$ cat src/rtl/awc_pkg.sv
// shared constants and types for the extended write command handler
package awc_pkg;
  // command opcodes
  localparam logic [7:0] OPC_DMA_WR     = 8'h35;
  localparam logic [7:0] OPC_QUEUED_WR  = 8'h61;
  // task-file register addresses
  localparam logic [2:0] TF_DATA        = 3'h0;
  localparam logic [2:0] TF_ERRFEAT     = 3'h1;
  localparam logic [2:0] TF_SECCNT      = 3'h2;
  localparam logic [2:0] TF_SECNUM      = 3'h3;
  localparam logic [2:0] TF_CYLLO       = 3'h4;
  localparam logic [2:0] TF_CYLHI       = 3'h5;
  localparam logic [2:0] TF_DEVHEAD     = 3'h6;
  localparam logic [2:0] TF_CMDSTAT     = 3'h7;
  // status and error bit positions
  localparam int ST_BSY = 7;
  localparam int ST_RDY = 6;
  localparam int ST_DSC = 4;
  localparam int ST_DRQ = 3;
  localparam int ST_ERR = 0;
  localparam int ER_ABT = 2;
  localparam int DH_FUA = 7;
  localparam logic [7:0] DH_LBA_MODE    = 8'h40;
  // sector geometry and counts
  localparam logic [7:0]  WORD_LAST     = 8'hff;
  localparam logic [16:0] SEC_MAX       = 17'h10000;
  localparam logic [16:0] SEC_ONE       = 17'h00001;
  localparam logic [3:0]  CMD_STEP_LAST = 4'hb;
  localparam logic [2:0]  RD_STEP_LAST  = 3'h7;
  // controller register offsets
  localparam logic [3:0] HR_LBA_LO      = 4'h0;
  localparam logic [3:0] HR_LBA_HI      = 4'h1;
  localparam logic [3:0] HR_COUNT       = 4'h2;
  localparam logic [3:0] HR_CTRL        = 4'h3;
  localparam logic [3:0] HR_GO          = 4'h4;
  localparam logic [3:0] HR_WORD        = 4'h5;
  localparam logic [3:0] HR_STATUS      = 4'h6;
  localparam logic [3:0] HR_MASK        = 4'h7;
  localparam logic [3:0] HR_ELBA_LO     = 4'h8;
  localparam logic [3:0] HR_ELBA_HI     = 4'h9;
  // controller status bits
  localparam int HS_DONE = 0;
  localparam int HS_ERR  = 1;
  localparam int HS_WORD = 2;
  localparam int HS_BUSY = 8;
  localparam int HS_FULL = 9;
  localparam logic [2:0] HS_RST         = 3'h0;
  localparam logic [2:0] HM_RST         = 3'h0;
  // device sequencer states
  typedef enum logic [2:0] {
    D_IDLE  = 3'b001,
    D_XFER  = 3'b010,
    D_FLUSH = 3'b100
  } awc_dev_state_e;
  // controller sequencer states
  typedef enum logic [3:0] {
    H_IDLE = 4'b0001,
    H_CMD  = 4'b0010,
    H_DATA = 4'b0100,
    H_STAT = 4'b1000
  } awc_host_state_e;
endpackage

$ cat src/rtl/awc_if.sv
// task-file, dma and interrupt signals between controller and device
interface awc_if;
  logic        tf_wr;    // task-file write strobe
  logic        tf_rd;    // task-file read strobe
  logic        tf_hob;   // high-order-byte select on reads
  logic [2:0]  tf_addr;  // task-file register address
  logic [7:0]  tf_wdata; // write byte
  logic [7:0]  tf_rdata; // read byte, cycle after tf_rd
  logic        dmarq;    // device requests data words
  logic        dmack;    // one word moves this cycle
  logic [15:0] dma_data; // word from controller
  logic        intrq;    // device interrupt, level

  modport dev (
    input  tf_wr, tf_rd, tf_hob, tf_addr, tf_wdata, dmack, dma_data,
    output tf_rdata, dmarq, intrq
  );
  modport host (
    output tf_wr, tf_rd, tf_hob, tf_addr, tf_wdata, dmack, dma_data,
    input  tf_rdata, dmarq, intrq
  );
endinterface

$ cat src/rtl/awc_host.sv
// controller end: issues the write commands from software registers
module awc_host
  import awc_pkg::*;
(
  input  wire logic        REF_CLK, // 50 mhz clock
  input  wire logic        SYS_RST, // synchronous reset
  awc_if.host              TF,      // link to device
  input  wire logic [3:0]  ADDR,    // register offset
  input  wire logic [31:0] WDATA,   // write data
  input  wire logic        WR,      // write strobe
  input  wire logic        RD,      // read strobe
  output logic      [31:0] RDATA,   // read data, cycle after RD
  output logic             IRQ      // level interrupt
);
  awc_host_state_e state_q;   // sequencer
  logic [47:0] lba_q;         // start lba
  logic [15:0] count_q;       // sector count
  logic [6:0]  ctrl_q;        // queued, fua, tag
  logic [15:0] word_q;        // one-word holding register
  logic        full_q;        // holding register loaded
  logic [2:0]  sts_q;         // sticky events
  logic [2:0]  mask_q;        // event mask
  logic [47:0] elba_q;        // reported lba
  logic [7:0]  ecode_q;       // device error byte
  logic [3:0]  step_q;        // command write step
  logic [2:0]  rstep_q;       // readback step
  logic        ph_q;          // readback phase: 0 strobe, 1 capture
  logic [31:0] rdata_q;       // register read answer
  logic [10:0] wbyte;         // {addr, byte} of this write step
  logic [3:0]  rsel;          // {hob, addr} of this read step
  logic [2:0]  ev;            // events this cycle

  // byte sequence of the command: previous before current
  function automatic logic [10:0] cmd_step(input logic [3:0] s,
      input logic [47:0] l, input logic [15:0] c, input logic [6:0] k);
    logic [15:0] feat;
    logic [15:0] cnt;
    feat = k[0] ? c : 16'h0;
    cnt  = k[0] ? {8'h00, k[6:2], 3'h0} : c;
    unique case (s)
      4'h0: cmd_step = {TF_ERRFEAT, feat[15:8]};
      4'h1: cmd_step = {TF_ERRFEAT, feat[7:0]};
      4'h2: cmd_step = {TF_SECCNT, cnt[15:8]};
      4'h3: cmd_step = {TF_SECCNT, cnt[7:0]};
      4'h4: cmd_step = {TF_SECNUM, l[31:24]};
      4'h5: cmd_step = {TF_SECNUM, l[7:0]};
      4'h6: cmd_step = {TF_CYLLO, l[39:32]};
      4'h7: cmd_step = {TF_CYLLO, l[15:8]};
      4'h8: cmd_step = {TF_CYLHI, l[47:40]};
      4'h9: cmd_step = {TF_CYLHI, l[23:16]};
      4'ha: cmd_step = {TF_DEVHEAD, DH_LBA_MODE | {k[1] & k[0], 7'h0}};
      default: cmd_step = {TF_CMDSTAT, k[0] ? OPC_QUEUED_WR
                                            : OPC_DMA_WR};
    endcase
  endfunction

  // readback order: status, error, lba bytes hob clear then set
  function automatic logic [3:0] rd_step(input logic [2:0] s);
    unique case (s)
      3'h0: rd_step = {1'b0, TF_CMDSTAT};
      3'h1: rd_step = {1'b0, TF_ERRFEAT};
      3'h2: rd_step = {1'b0, TF_SECNUM};
      3'h3: rd_step = {1'b0, TF_CYLLO};
      3'h4: rd_step = {1'b0, TF_CYLHI};
      3'h5: rd_step = {1'b1, TF_SECNUM};
      3'h6: rd_step = {1'b1, TF_CYLLO};
      default: rd_step = {1'b1, TF_CYLHI};
    endcase
  endfunction

  assign wbyte = cmd_step(step_q, lba_q, count_q, ctrl_q);
  assign rsel  = rd_step(rstep_q);

  // sequencer: setup is done before the command byte goes out
  always_ff @(posedge REF_CLK) begin
    if (SYS_RST) begin
      state_q <= H_IDLE;
      step_q  <= 4'h0;
      rstep_q <= 3'h0;
      ph_q    <= 1'b0;
    end else begin
      unique case (state_q)
        H_IDLE: begin
          if (WR && ADDR == HR_GO) begin
            state_q <= H_CMD;
            step_q  <= 4'h0;
          end
        end
        H_CMD: begin
          step_q <= step_q + 4'h1;
          if (step_q == CMD_STEP_LAST) begin
            state_q <= H_DATA;
          end
        end
        H_DATA: begin
          // words keep flowing until the device interrupts
          if (TF.intrq) begin
            state_q <= H_STAT;
            rstep_q <= 3'h0;
            ph_q    <= 1'b0;
          end
        end
        H_STAT: begin
          ph_q <= !ph_q;
          if (ph_q) begin
            rstep_q <= rstep_q + 3'h1;
            // stop after status unless it reports an error
            if ((rstep_q == 3'h0 && !TF.tf_rdata[ST_ERR])
                || rstep_q == RD_STEP_LAST) begin
              state_q <= H_IDLE;
            end
          end
        end
      endcase
    end
  end

  // capture of error byte and failing lba
  always_ff @(posedge REF_CLK) begin
    if (SYS_RST) begin
      elba_q  <= 48'h0;
      ecode_q <= 8'h00;
    end else if (state_q == H_STAT && ph_q) begin
      unique case (rstep_q)
        3'h0: ecode_q <= 8'h00;
        3'h1: ecode_q <= TF.tf_rdata;
        3'h2: elba_q[7:0]   <= TF.tf_rdata;
        3'h3: elba_q[15:8]  <= TF.tf_rdata;
        3'h4: elba_q[23:16] <= TF.tf_rdata;
        3'h5: elba_q[31:24] <= TF.tf_rdata;
        3'h6: elba_q[39:32] <= TF.tf_rdata;
        default: elba_q[47:40] <= TF.tf_rdata;
      endcase
    end
  end

  // event pulses: done, error, word consumed
  always_comb begin
    ev          = 3'h0;
    ev[HS_DONE] = state_q == H_STAT && ph_q
                  && (rstep_q == RD_STEP_LAST
                      || (rstep_q == 3'h0 && !TF.tf_rdata[ST_ERR]));
    ev[HS_ERR]  = state_q == H_STAT && ph_q && rstep_q == 3'h0
                  && TF.tf_rdata[ST_ERR];
    ev[HS_WORD] = TF.dmack;
  end

  // software registers; sticky bits clear on writing one, set wins
  always_ff @(posedge REF_CLK) begin
    if (SYS_RST) begin
      lba_q   <= 48'h0;
      count_q <= 16'h0;
      ctrl_q  <= 7'h0;
      mask_q  <= HM_RST;
      sts_q   <= HS_RST;
    end else begin
      if (WR && ADDR == HR_LBA_LO) lba_q[31:0]  <= WDATA;
      if (WR && ADDR == HR_LBA_HI) lba_q[47:32] <= WDATA[15:0];
      if (WR && ADDR == HR_COUNT)  count_q      <= WDATA[15:0];
      if (WR && ADDR == HR_CTRL)   ctrl_q       <= WDATA[6:0];
      if (WR && ADDR == HR_MASK)   mask_q       <= WDATA[2:0];
      sts_q <= (sts_q & ~((WR && ADDR == HR_STATUS) ? WDATA[2:0]
                                                    : 3'h0)) | ev;
    end
  end

  // one-word holder; software refills after each word event
  always_ff @(posedge REF_CLK) begin
    if (SYS_RST) begin
      word_q <= 16'h0;
      full_q <= 1'b0;
    end else if (TF.dmack) begin
      full_q <= 1'b0;
    end else if (WR && ADDR == HR_WORD && !full_q) begin
      word_q <= WDATA[15:0];
      full_q <= 1'b1;
    end
  end

  // register read answer
  always_ff @(posedge REF_CLK) begin
    if (SYS_RST) begin
      rdata_q <= 32'h0;
    end else if (RD) begin
      unique case (ADDR)
        HR_LBA_LO:  rdata_q <= lba_q[31:0];
        HR_LBA_HI:  rdata_q <= {16'h0, lba_q[47:32]};
        HR_COUNT:   rdata_q <= {16'h0, count_q};
        HR_CTRL:    rdata_q <= {25'h0, ctrl_q};
        HR_STATUS:  rdata_q <= {22'h0, full_q, state_q != H_IDLE,
                                5'h0, sts_q};
        HR_MASK:    rdata_q <= {29'h0, mask_q};
        HR_ELBA_LO: rdata_q <= elba_q[31:0];
        HR_ELBA_HI: rdata_q <= {8'h0, ecode_q, elba_q[47:32]};
        default:    rdata_q <= 32'h0;
      endcase
    end
  end

  assign TF.tf_wr    = state_q == H_CMD;
  assign TF.tf_addr  = state_q == H_STAT ? rsel[2:0] : wbyte[10:8];
  assign TF.tf_wdata = wbyte[7:0];
  assign TF.tf_rd    = state_q == H_STAT && !ph_q;
  assign TF.tf_hob   = state_q == H_STAT && rsel[3];
  assign TF.dmack    = TF.dmarq && full_q && state_q == H_DATA;
  assign TF.dma_data = word_q;
  assign RDATA       = rdata_q;
  assign IRQ         = |(sts_q & mask_q);
endmodule

$ cat src/flat_wrapper.sv
// flat-port wrapper written by rule: the top's interface ports become plain ports
module awc_host_flat import awc_pkg::*;
  (REF_CLK, SYS_RST, ADDR, WDATA, WR, RD, RDATA, IRQ, TF_tf_wr, TF_tf_rd, TF_tf_hob, TF_tf_addr, TF_tf_wdata, TF_dmack, TF_dma_data, TF_tf_rdata, TF_dmarq, TF_intrq);
  awc_if TF_i ();
  input  wire logic REF_CLK;
  input  wire logic SYS_RST;
  input  wire logic [3:0] ADDR;
  input  wire logic [31:0] WDATA;
  input  wire logic WR;
  input  wire logic RD;
  output logic      [31:0] RDATA;
  output logic IRQ;
  output wire logic [$bits(TF_i.tf_wr)-1:0] TF_tf_wr;
  output wire logic [$bits(TF_i.tf_rd)-1:0] TF_tf_rd;
  output wire logic [$bits(TF_i.tf_hob)-1:0] TF_tf_hob;
  output wire logic [$bits(TF_i.tf_addr)-1:0] TF_tf_addr;
  output wire logic [$bits(TF_i.tf_wdata)-1:0] TF_tf_wdata;
  output wire logic [$bits(TF_i.dmack)-1:0] TF_dmack;
  output wire logic [$bits(TF_i.dma_data)-1:0] TF_dma_data;
  input wire logic [$bits(TF_i.tf_rdata)-1:0] TF_tf_rdata;
  input wire logic [$bits(TF_i.dmarq)-1:0] TF_dmarq;
  input wire logic [$bits(TF_i.intrq)-1:0] TF_intrq;
  assign TF_tf_wr = TF_i.tf_wr;
  assign TF_tf_rd = TF_i.tf_rd;
  assign TF_tf_hob = TF_i.tf_hob;
  assign TF_tf_addr = TF_i.tf_addr;
  assign TF_tf_wdata = TF_i.tf_wdata;
  assign TF_dmack = TF_i.dmack;
  assign TF_dma_data = TF_i.dma_data;
  assign TF_i.tf_rdata = TF_tf_rdata;
  assign TF_i.dmarq = TF_dmarq;
  assign TF_i.intrq = TF_intrq;
  awc_host u_core (.REF_CLK(REF_CLK), .SYS_RST(SYS_RST), .TF(TF_i), .ADDR(ADDR), .WDATA(WDATA), .WR(WR), .RD(RD), .RDATA(RDATA), .IRQ(IRQ));
endmodule
$ cat config.mk
export PLATFORM = sky130hd
export DESIGN_NAME = awc_host_flat
export DESIGN_NICKNAME = d
export VERILOG_FILES = /design/src/rtl/awc_pkg.sv /design/src/rtl/awc_if.sv /design/src/rtl/awc_host.sv /design/src/flat_wrapper.sv
export SDC_FILE = /design/constraint.sdc
export NUM_CORES = 1
export LEC_CHECK = 0
export ABC_AREA = 1
export ABC_CLOCK_PERIOD_IN_PS = 2300
export BUFFER_PORTS_ARGS = -buffer_cell sky130_fd_sc_hd__buf_2
export CAP_MARGIN = 10
export CORE_UTILIZATION = 40
export DETAILED_ROUTE_END_ITERATION = 12
export PLACE_DENSITY = 0.61
export SLEW_MARGIN = 20
export SYNTH_ARGS = -nofsm -noshare
export SYNTH_HDL_FRONTEND = slang
export SYNTH_SLANG_ARGS = --single-unit
$ cat constraint.sdc
create_clock -name REF_CLK -period 2.3 [get_ports REF_CLK]
set_clock_uncertainty 0.05 [all_clocks]
set_input_delay 0.345 -clock REF_CLK [delete_from_list [all_inputs] [get_ports REF_CLK]]
set_output_delay 0.345 -clock REF_CLK [all_outputs]
set_load 0.03 [all_outputs]
Word-level counts from Yosys, hierarchy flattened
Cells that the tools add are included.

Logic and storage cells: 131. Bits of input ports: 50. Flip-flop bits (word level): 194. Output and inout bits: 64.

Reduce and logical (&&, ||, !) cells: 43. Add/sub/neg operators: 2. Equal/unequal tests: 37. Bitwise operators: 7. Muxes and demuxes: 22.

Operators by type and width (number): 32-bit one-hot mux with 8 select lines (1); 11-bit one-hot mux with 11 select lines (1); 4-bit by 3-bit equality test with 1-bit output, second input constant (9); 16-bit two-way mux (2); 4-bit equality test, second input constant (7); 4-bit one-hot mux with 7 select lines (1); 4-bit two-way mux (6); 4-bit by 2-bit equality test with 1-bit output, second input constant (5); 2-bit AND reduction (10); 1-bit logical AND (18); 4-bit one-hot mux with 4 select lines (1); 8-bit one-hot mux with 2 select lines (1); 3-bit equality test, second input constant (4); 4-bit by 1-bit equality test with 1-bit output, second input constant (3); 3-bit two-way mux (4); 4-bit logical NOT (2); 2-bit by 1-bit != test with 1-bit output, second input constant (4); 4-bit one-hot mux with 2 select lines (1); 7-bit two-way mux (1); 7-bit OR reduction (1); 3-bit AND (2); 3-bit by 2-bit equality test with 1-bit output, second input constant (2); 3-bit one-hot mux with 2 select lines (1); 2-bit nonzero test (3); other kinds (18) (21).

Longest topological paths before layout
Depth in word-level cells: 6. Depth in mapped cells: 10. Depth with buffers taken out: 10.

Worst setup path after synthesis
No wires, ideal clock.

Path type: register to output. From: reg u_core.rstep_q[0]. To: out TF_tf_hob. Path buffers: 1. Slack: 0.144 ns. Arrival: 1.761 ns. Cell stages (with the launch flop): 9. Data required time: 1.905 ns. Cell sequence: dfxtp_1 inv_1 ha_1 nand2_1 inv_1 nor2_1 nand3_2 buf_2 a21oi_1.

Longest elaborated chain between the ends: 3. Elaborated cells on any way between the ends: 9. Classes of those cells: 6 x eq/ne; 1 x mux; 2 x reduce/logical.

Ends and longest elaborated chain: from (decl) (RTL line awc_host.sv:26) `logic [2:0] rstep_q;`; from (signal assigned) (RTL line awc_host.sv:106) `rstep_q <= rstep_q + 3'h1;`; 3-bit equality test, or another cell as far along (RTL line awc_host.sv:59) `unique case (s)`; 4-bit one-hot mux with 7 select lines * (RTL line awc_host.sv:59); 1-bit logical AND * (RTL line awc_host.sv:204) `assign TF.tf_hob = state_q == H_STAT && rsel[3];`; to (decl) (RTL line flat_wrapper.sv:15) `output wire logic [$bits(TF_i.tf_hob)-1:0] TF_tf_hob;`.

Mark *: on every way between the ends. The rest lies on a longest branch, timed or not.

Final worst setup path
From: reg u_core.step_q[1]. To: out TF_tf_addr[2].

Longest elaborated chain between the ends: 3. Elaborated cells on any way between the ends: 13. Classes of those cells: 10 x eq/ne; 2 x mux; 1 x reduce/logical.

Ends and longest elaborated chain: from (decl) (RTL line awc_host.sv:25) `logic [3:0] step_q;`; from (signal assigned) (RTL line awc_host.sv:90) `step_q <= step_q + 4'h1;`; 4-bit equality test, or another cell as far along (RTL line awc_host.sv:40) `unique case (s)`; 11-bit one-hot mux with 11 select lines * (RTL line awc_host.sv:40); 3-bit two-way mux * (RTL line awc_host.sv:201) `assign TF.tf_addr = state_q == H_STAT ? rsel[2:0] : wbyte[10:8];`; to (decl) (RTL line flat_wrapper.sv:16) `output wire logic [$bits(TF_i.tf_addr)-1:0] TF_tf_addr;`.

Marks and branches as above.

==> metrics.txt <==
Vias/cell=5.37; Power Density=between 600 and 700 nW/um^2; dpl hpwl=~23000 microns; Tot Pwr=7.17 mW; fmax=around 420 MHz; first-pass GRT wire length=48900 microns; unrepaired setup endpoints after global routing=yes; Worst setup EP type=output pin; Unique masters post-synth=30; Critical Path Stages=10; core area=22100 sq um; WP data required=~1.9 ns; met3 routed WL=2150 microns; vias=9257; final core utilization=0.506; CP Class=flop to output pin; NumNets Final=1492; hold depth=3; final setup TNS=-0.303 ns; DR WL met2=13800 microns; Overall Global Routing Usage=0.272; WL per Instance=18.5 microns; Initial Utilization=0.414; DRT iter0 DRCs=roughly 880; Fin. Hold Viols=0; CTS H-tree lvls=4; Slowest-stage cell, CP=dfxtp_4; clk sinks=194; minimum clock period=2.36 ns; row cnt=54; Detail Route Antenna Nets=0; P&R area growth vs syn=22.2%; crit start category=flop; TritonCTS clock tree=done; port bufs=113; Worst Hold Class=input pin to flop; worst skew pair latency=0.45 ns; Critical Path Max Stage Delay=0.39 ns; ratio of cells with drive above 1 in the final layout=0.206; ANT cells=0; DRC Markers=0; Seq pwr share=0.479; area of the mapped netlist=between 9000 and 10000 sq um; Routability Congestion=0.970; CTS hold repair buffers=0; clk buf depth=2; crit path setup slack, layout=-0.0559 ns; worst reg-to-reg path cell count=11; number of max-cap violations=0; Avg Cell Area, Syn=6.88 sq um; M1 WL=around 15000 microns; syn_nets=1390; switching share of power=0.278; IO Pins=114; CP Data Arrival Time=1.96 ns; Congestion Overflow GR=0; Root Buffer=clkbuf_16; initial antenna violation count=0; cell count after synthesis=1330; hold_ws=roughly 0.12 ns; largest net degree at the start of global routing=130; fin area=approximately 11000 sq um; cell family with most CP delay=simple AND/OR/NAND/NOR gates; First-pass DRT Iterations=5; run status=finished, violations left; R2R Setup Slk=0.42 ns; post-synth top area share=0.425; Clock power frac=0.437; sw power=1.99 mW; sequential area share after synthesis=0.425; Die Height=153 microns; die area=around 23000 sq um; ranking of synthesized cells by area=dfxtp_1 42%, nand2_1 9.9%, a21oi_1 9.2%; YS warnings=0; failing checks=negative setup slack; TritonCTS Buffers=17; worst vdd ir=0.000371 V; worst path cell trace=inv_4 > ha_4 > nor2_4 > o21ai_2 > nor2_2 > nand2_2 > nand3_2 > nand2_2 > inv_2 > buf_6; DR top layer=met4; Most common cell on crit path=nand2_2; worst slew pin tran=around 0.75 ns; Final setup viols=8; Leak Pwr=~4.6 nW; Synth area leader=dfxtp_1; vias in the first global route=between 8000 and 9000; crit share post-route=1.02; final WL=31900 microns; Yosys reg bits=194; fin. max-slew vios=0; placed inst area=10000 sq um; Slew headroom=0.498; CP Max Fanout=4; Die W=153 microns; Worst-path clk slew=0.08 ns; Comb power frac=0.084; number of buffers and inverters on the critical path=3; P_int=5.18 mW
-- power groups by stage --
stage | clock [mW] | sequential (mW) | combinational, mW
6_report | 3.14 | 3.43 | 0.603
3_3_place_gp | 0 | 3.51 | 0.544
2_1_floorplan | 0 | 3.52 | 0.315
5_1_grt | 3.31 | 3.44 | 0.652
3_5_place_dp | 0 | 3.51 | 0.542
4_1_cts | 3.18 | 3.43 | 0.580
-- worst paths after layout --
path                                          to                      startpoint
setup / recovery                   TF_tf_addr[2]   u_core.step_q[1]$_SDFFE_PP0P_
hold / removal     u_core.lba_q[18]$_SDFFE_PP0P_                       WDATA[18]
setup reg to reg  u_core.elba_q[47]$_SDFFE_PP0P_  u_core.rstep_q[0]$_SDFFE_PP0P_
hold reg to reg   u_core.elba_q[10]$_SDFFE_PP0P_  u_core.elba_q[10]$_SDFFE_PP0P_
-- registers in the layout (all words and copies together) (netlist names) --
register / count
u_core.state_q: 4
u_core.elba_q: 48
u_core.rstep_q: 3
u_core.RDATA: 32
u_core.ecode_q: 8
u_core.ph_q: 1
u_core.sts_q: 3
u_core.full_q: 1
u_core.mask_q: 3
u_core.TF.dma_data: 16
u_core.count_q: 16
u_core.lba_q: 48
u_core.ctrl_q: 7
u_core.step_q: 4
-- through the flow --
step | std cells | setup WS (ns)
2_1_floorplan | 1330 | 0.144
3_3_place_gp | 1682 | 0.0768
3_5_place_dp | 1682 | 0.113
4_1_cts | 1723 | -0.0308
5_1_grt | 1725 | -0.154
6_report | 1725 | -0.0559
-- cells in the mapped netlist, drive strengths merged --
library cell / number
a211oi: 2
a21oi: 168
a22oi: 8
buf: 39
clkbuf: 33
dfxtp: 194
ha: 10
inv: 144
nand2: 247
nand3: 138
nand3b: 1
nand4: 5
nor2: 139
nor3: 12
nor3b: 1
o211ai: 1
o21ai: 170
o22ai: 18
-- cells in the final DEF, fill, tap and decap left out, drive strengths merged --
| cell type | n |
|---|---|
| bufinv | 1 |
| nand3b | 1 |
| a21oi | 168 |
| a211oi | 2 |
| inv | 151 |
| nand2 | 247 |
| dfxtp | 194 |
| nor2 | 139 |
| nor3 | 12 |
| buf | 155 |
| o22ai | 18 |
| a22oi | 8 |
| nor3b | 1 |
| nand4 | 5 |
| clkbuf | 18 |
| nand3 | 138 |
| o211ai | 1 |
| ha | 10 |
| clkinv | 6 |
| o21ai | 170 |
-- repair_timing --
item	CTS	global route
hold endpoints to repair	0	0
pin swaps	20	8
setup endpoints to repair	12	12
cloned	0	0
buffers inserted	9	2
resized for setup	103	39
-- area by class of cell --
type / count / area, sq um
well taps: 280 / 350
flip-flops and latches: 194 / 3910
clock buffers: 18 / 439
repair buffers: 155 / 1010
multi-input cells: 920 / 4740
fillers: 2220 / 10900
inverters: 144 / 556
clock inverters: 14 / 184
-- worst min-delay path, cell delays in order --
cell	delay, ns
buf_2	0.10
nand3_1	0.07
a21oi_1	0.06
-- routing by layer --
metal / global-route usage / vias to the layer above
li1: - / 4590
met5: 0 / -
met1: 0.394 / 4290
met2: 0.402 / 327
met4: 0.101 / 0
met3: 0.0439 / 50
-- cell families after synthesis --
logic type	count (synthesis)	synth area share
compound gates	367	0.206
fa+ha+maj	10	0.0137
flops	194	0.425
buf+inv	216	0.0967
simple gates	543	0.259
No activity file was read; power rests on OpenSTA's default activity.
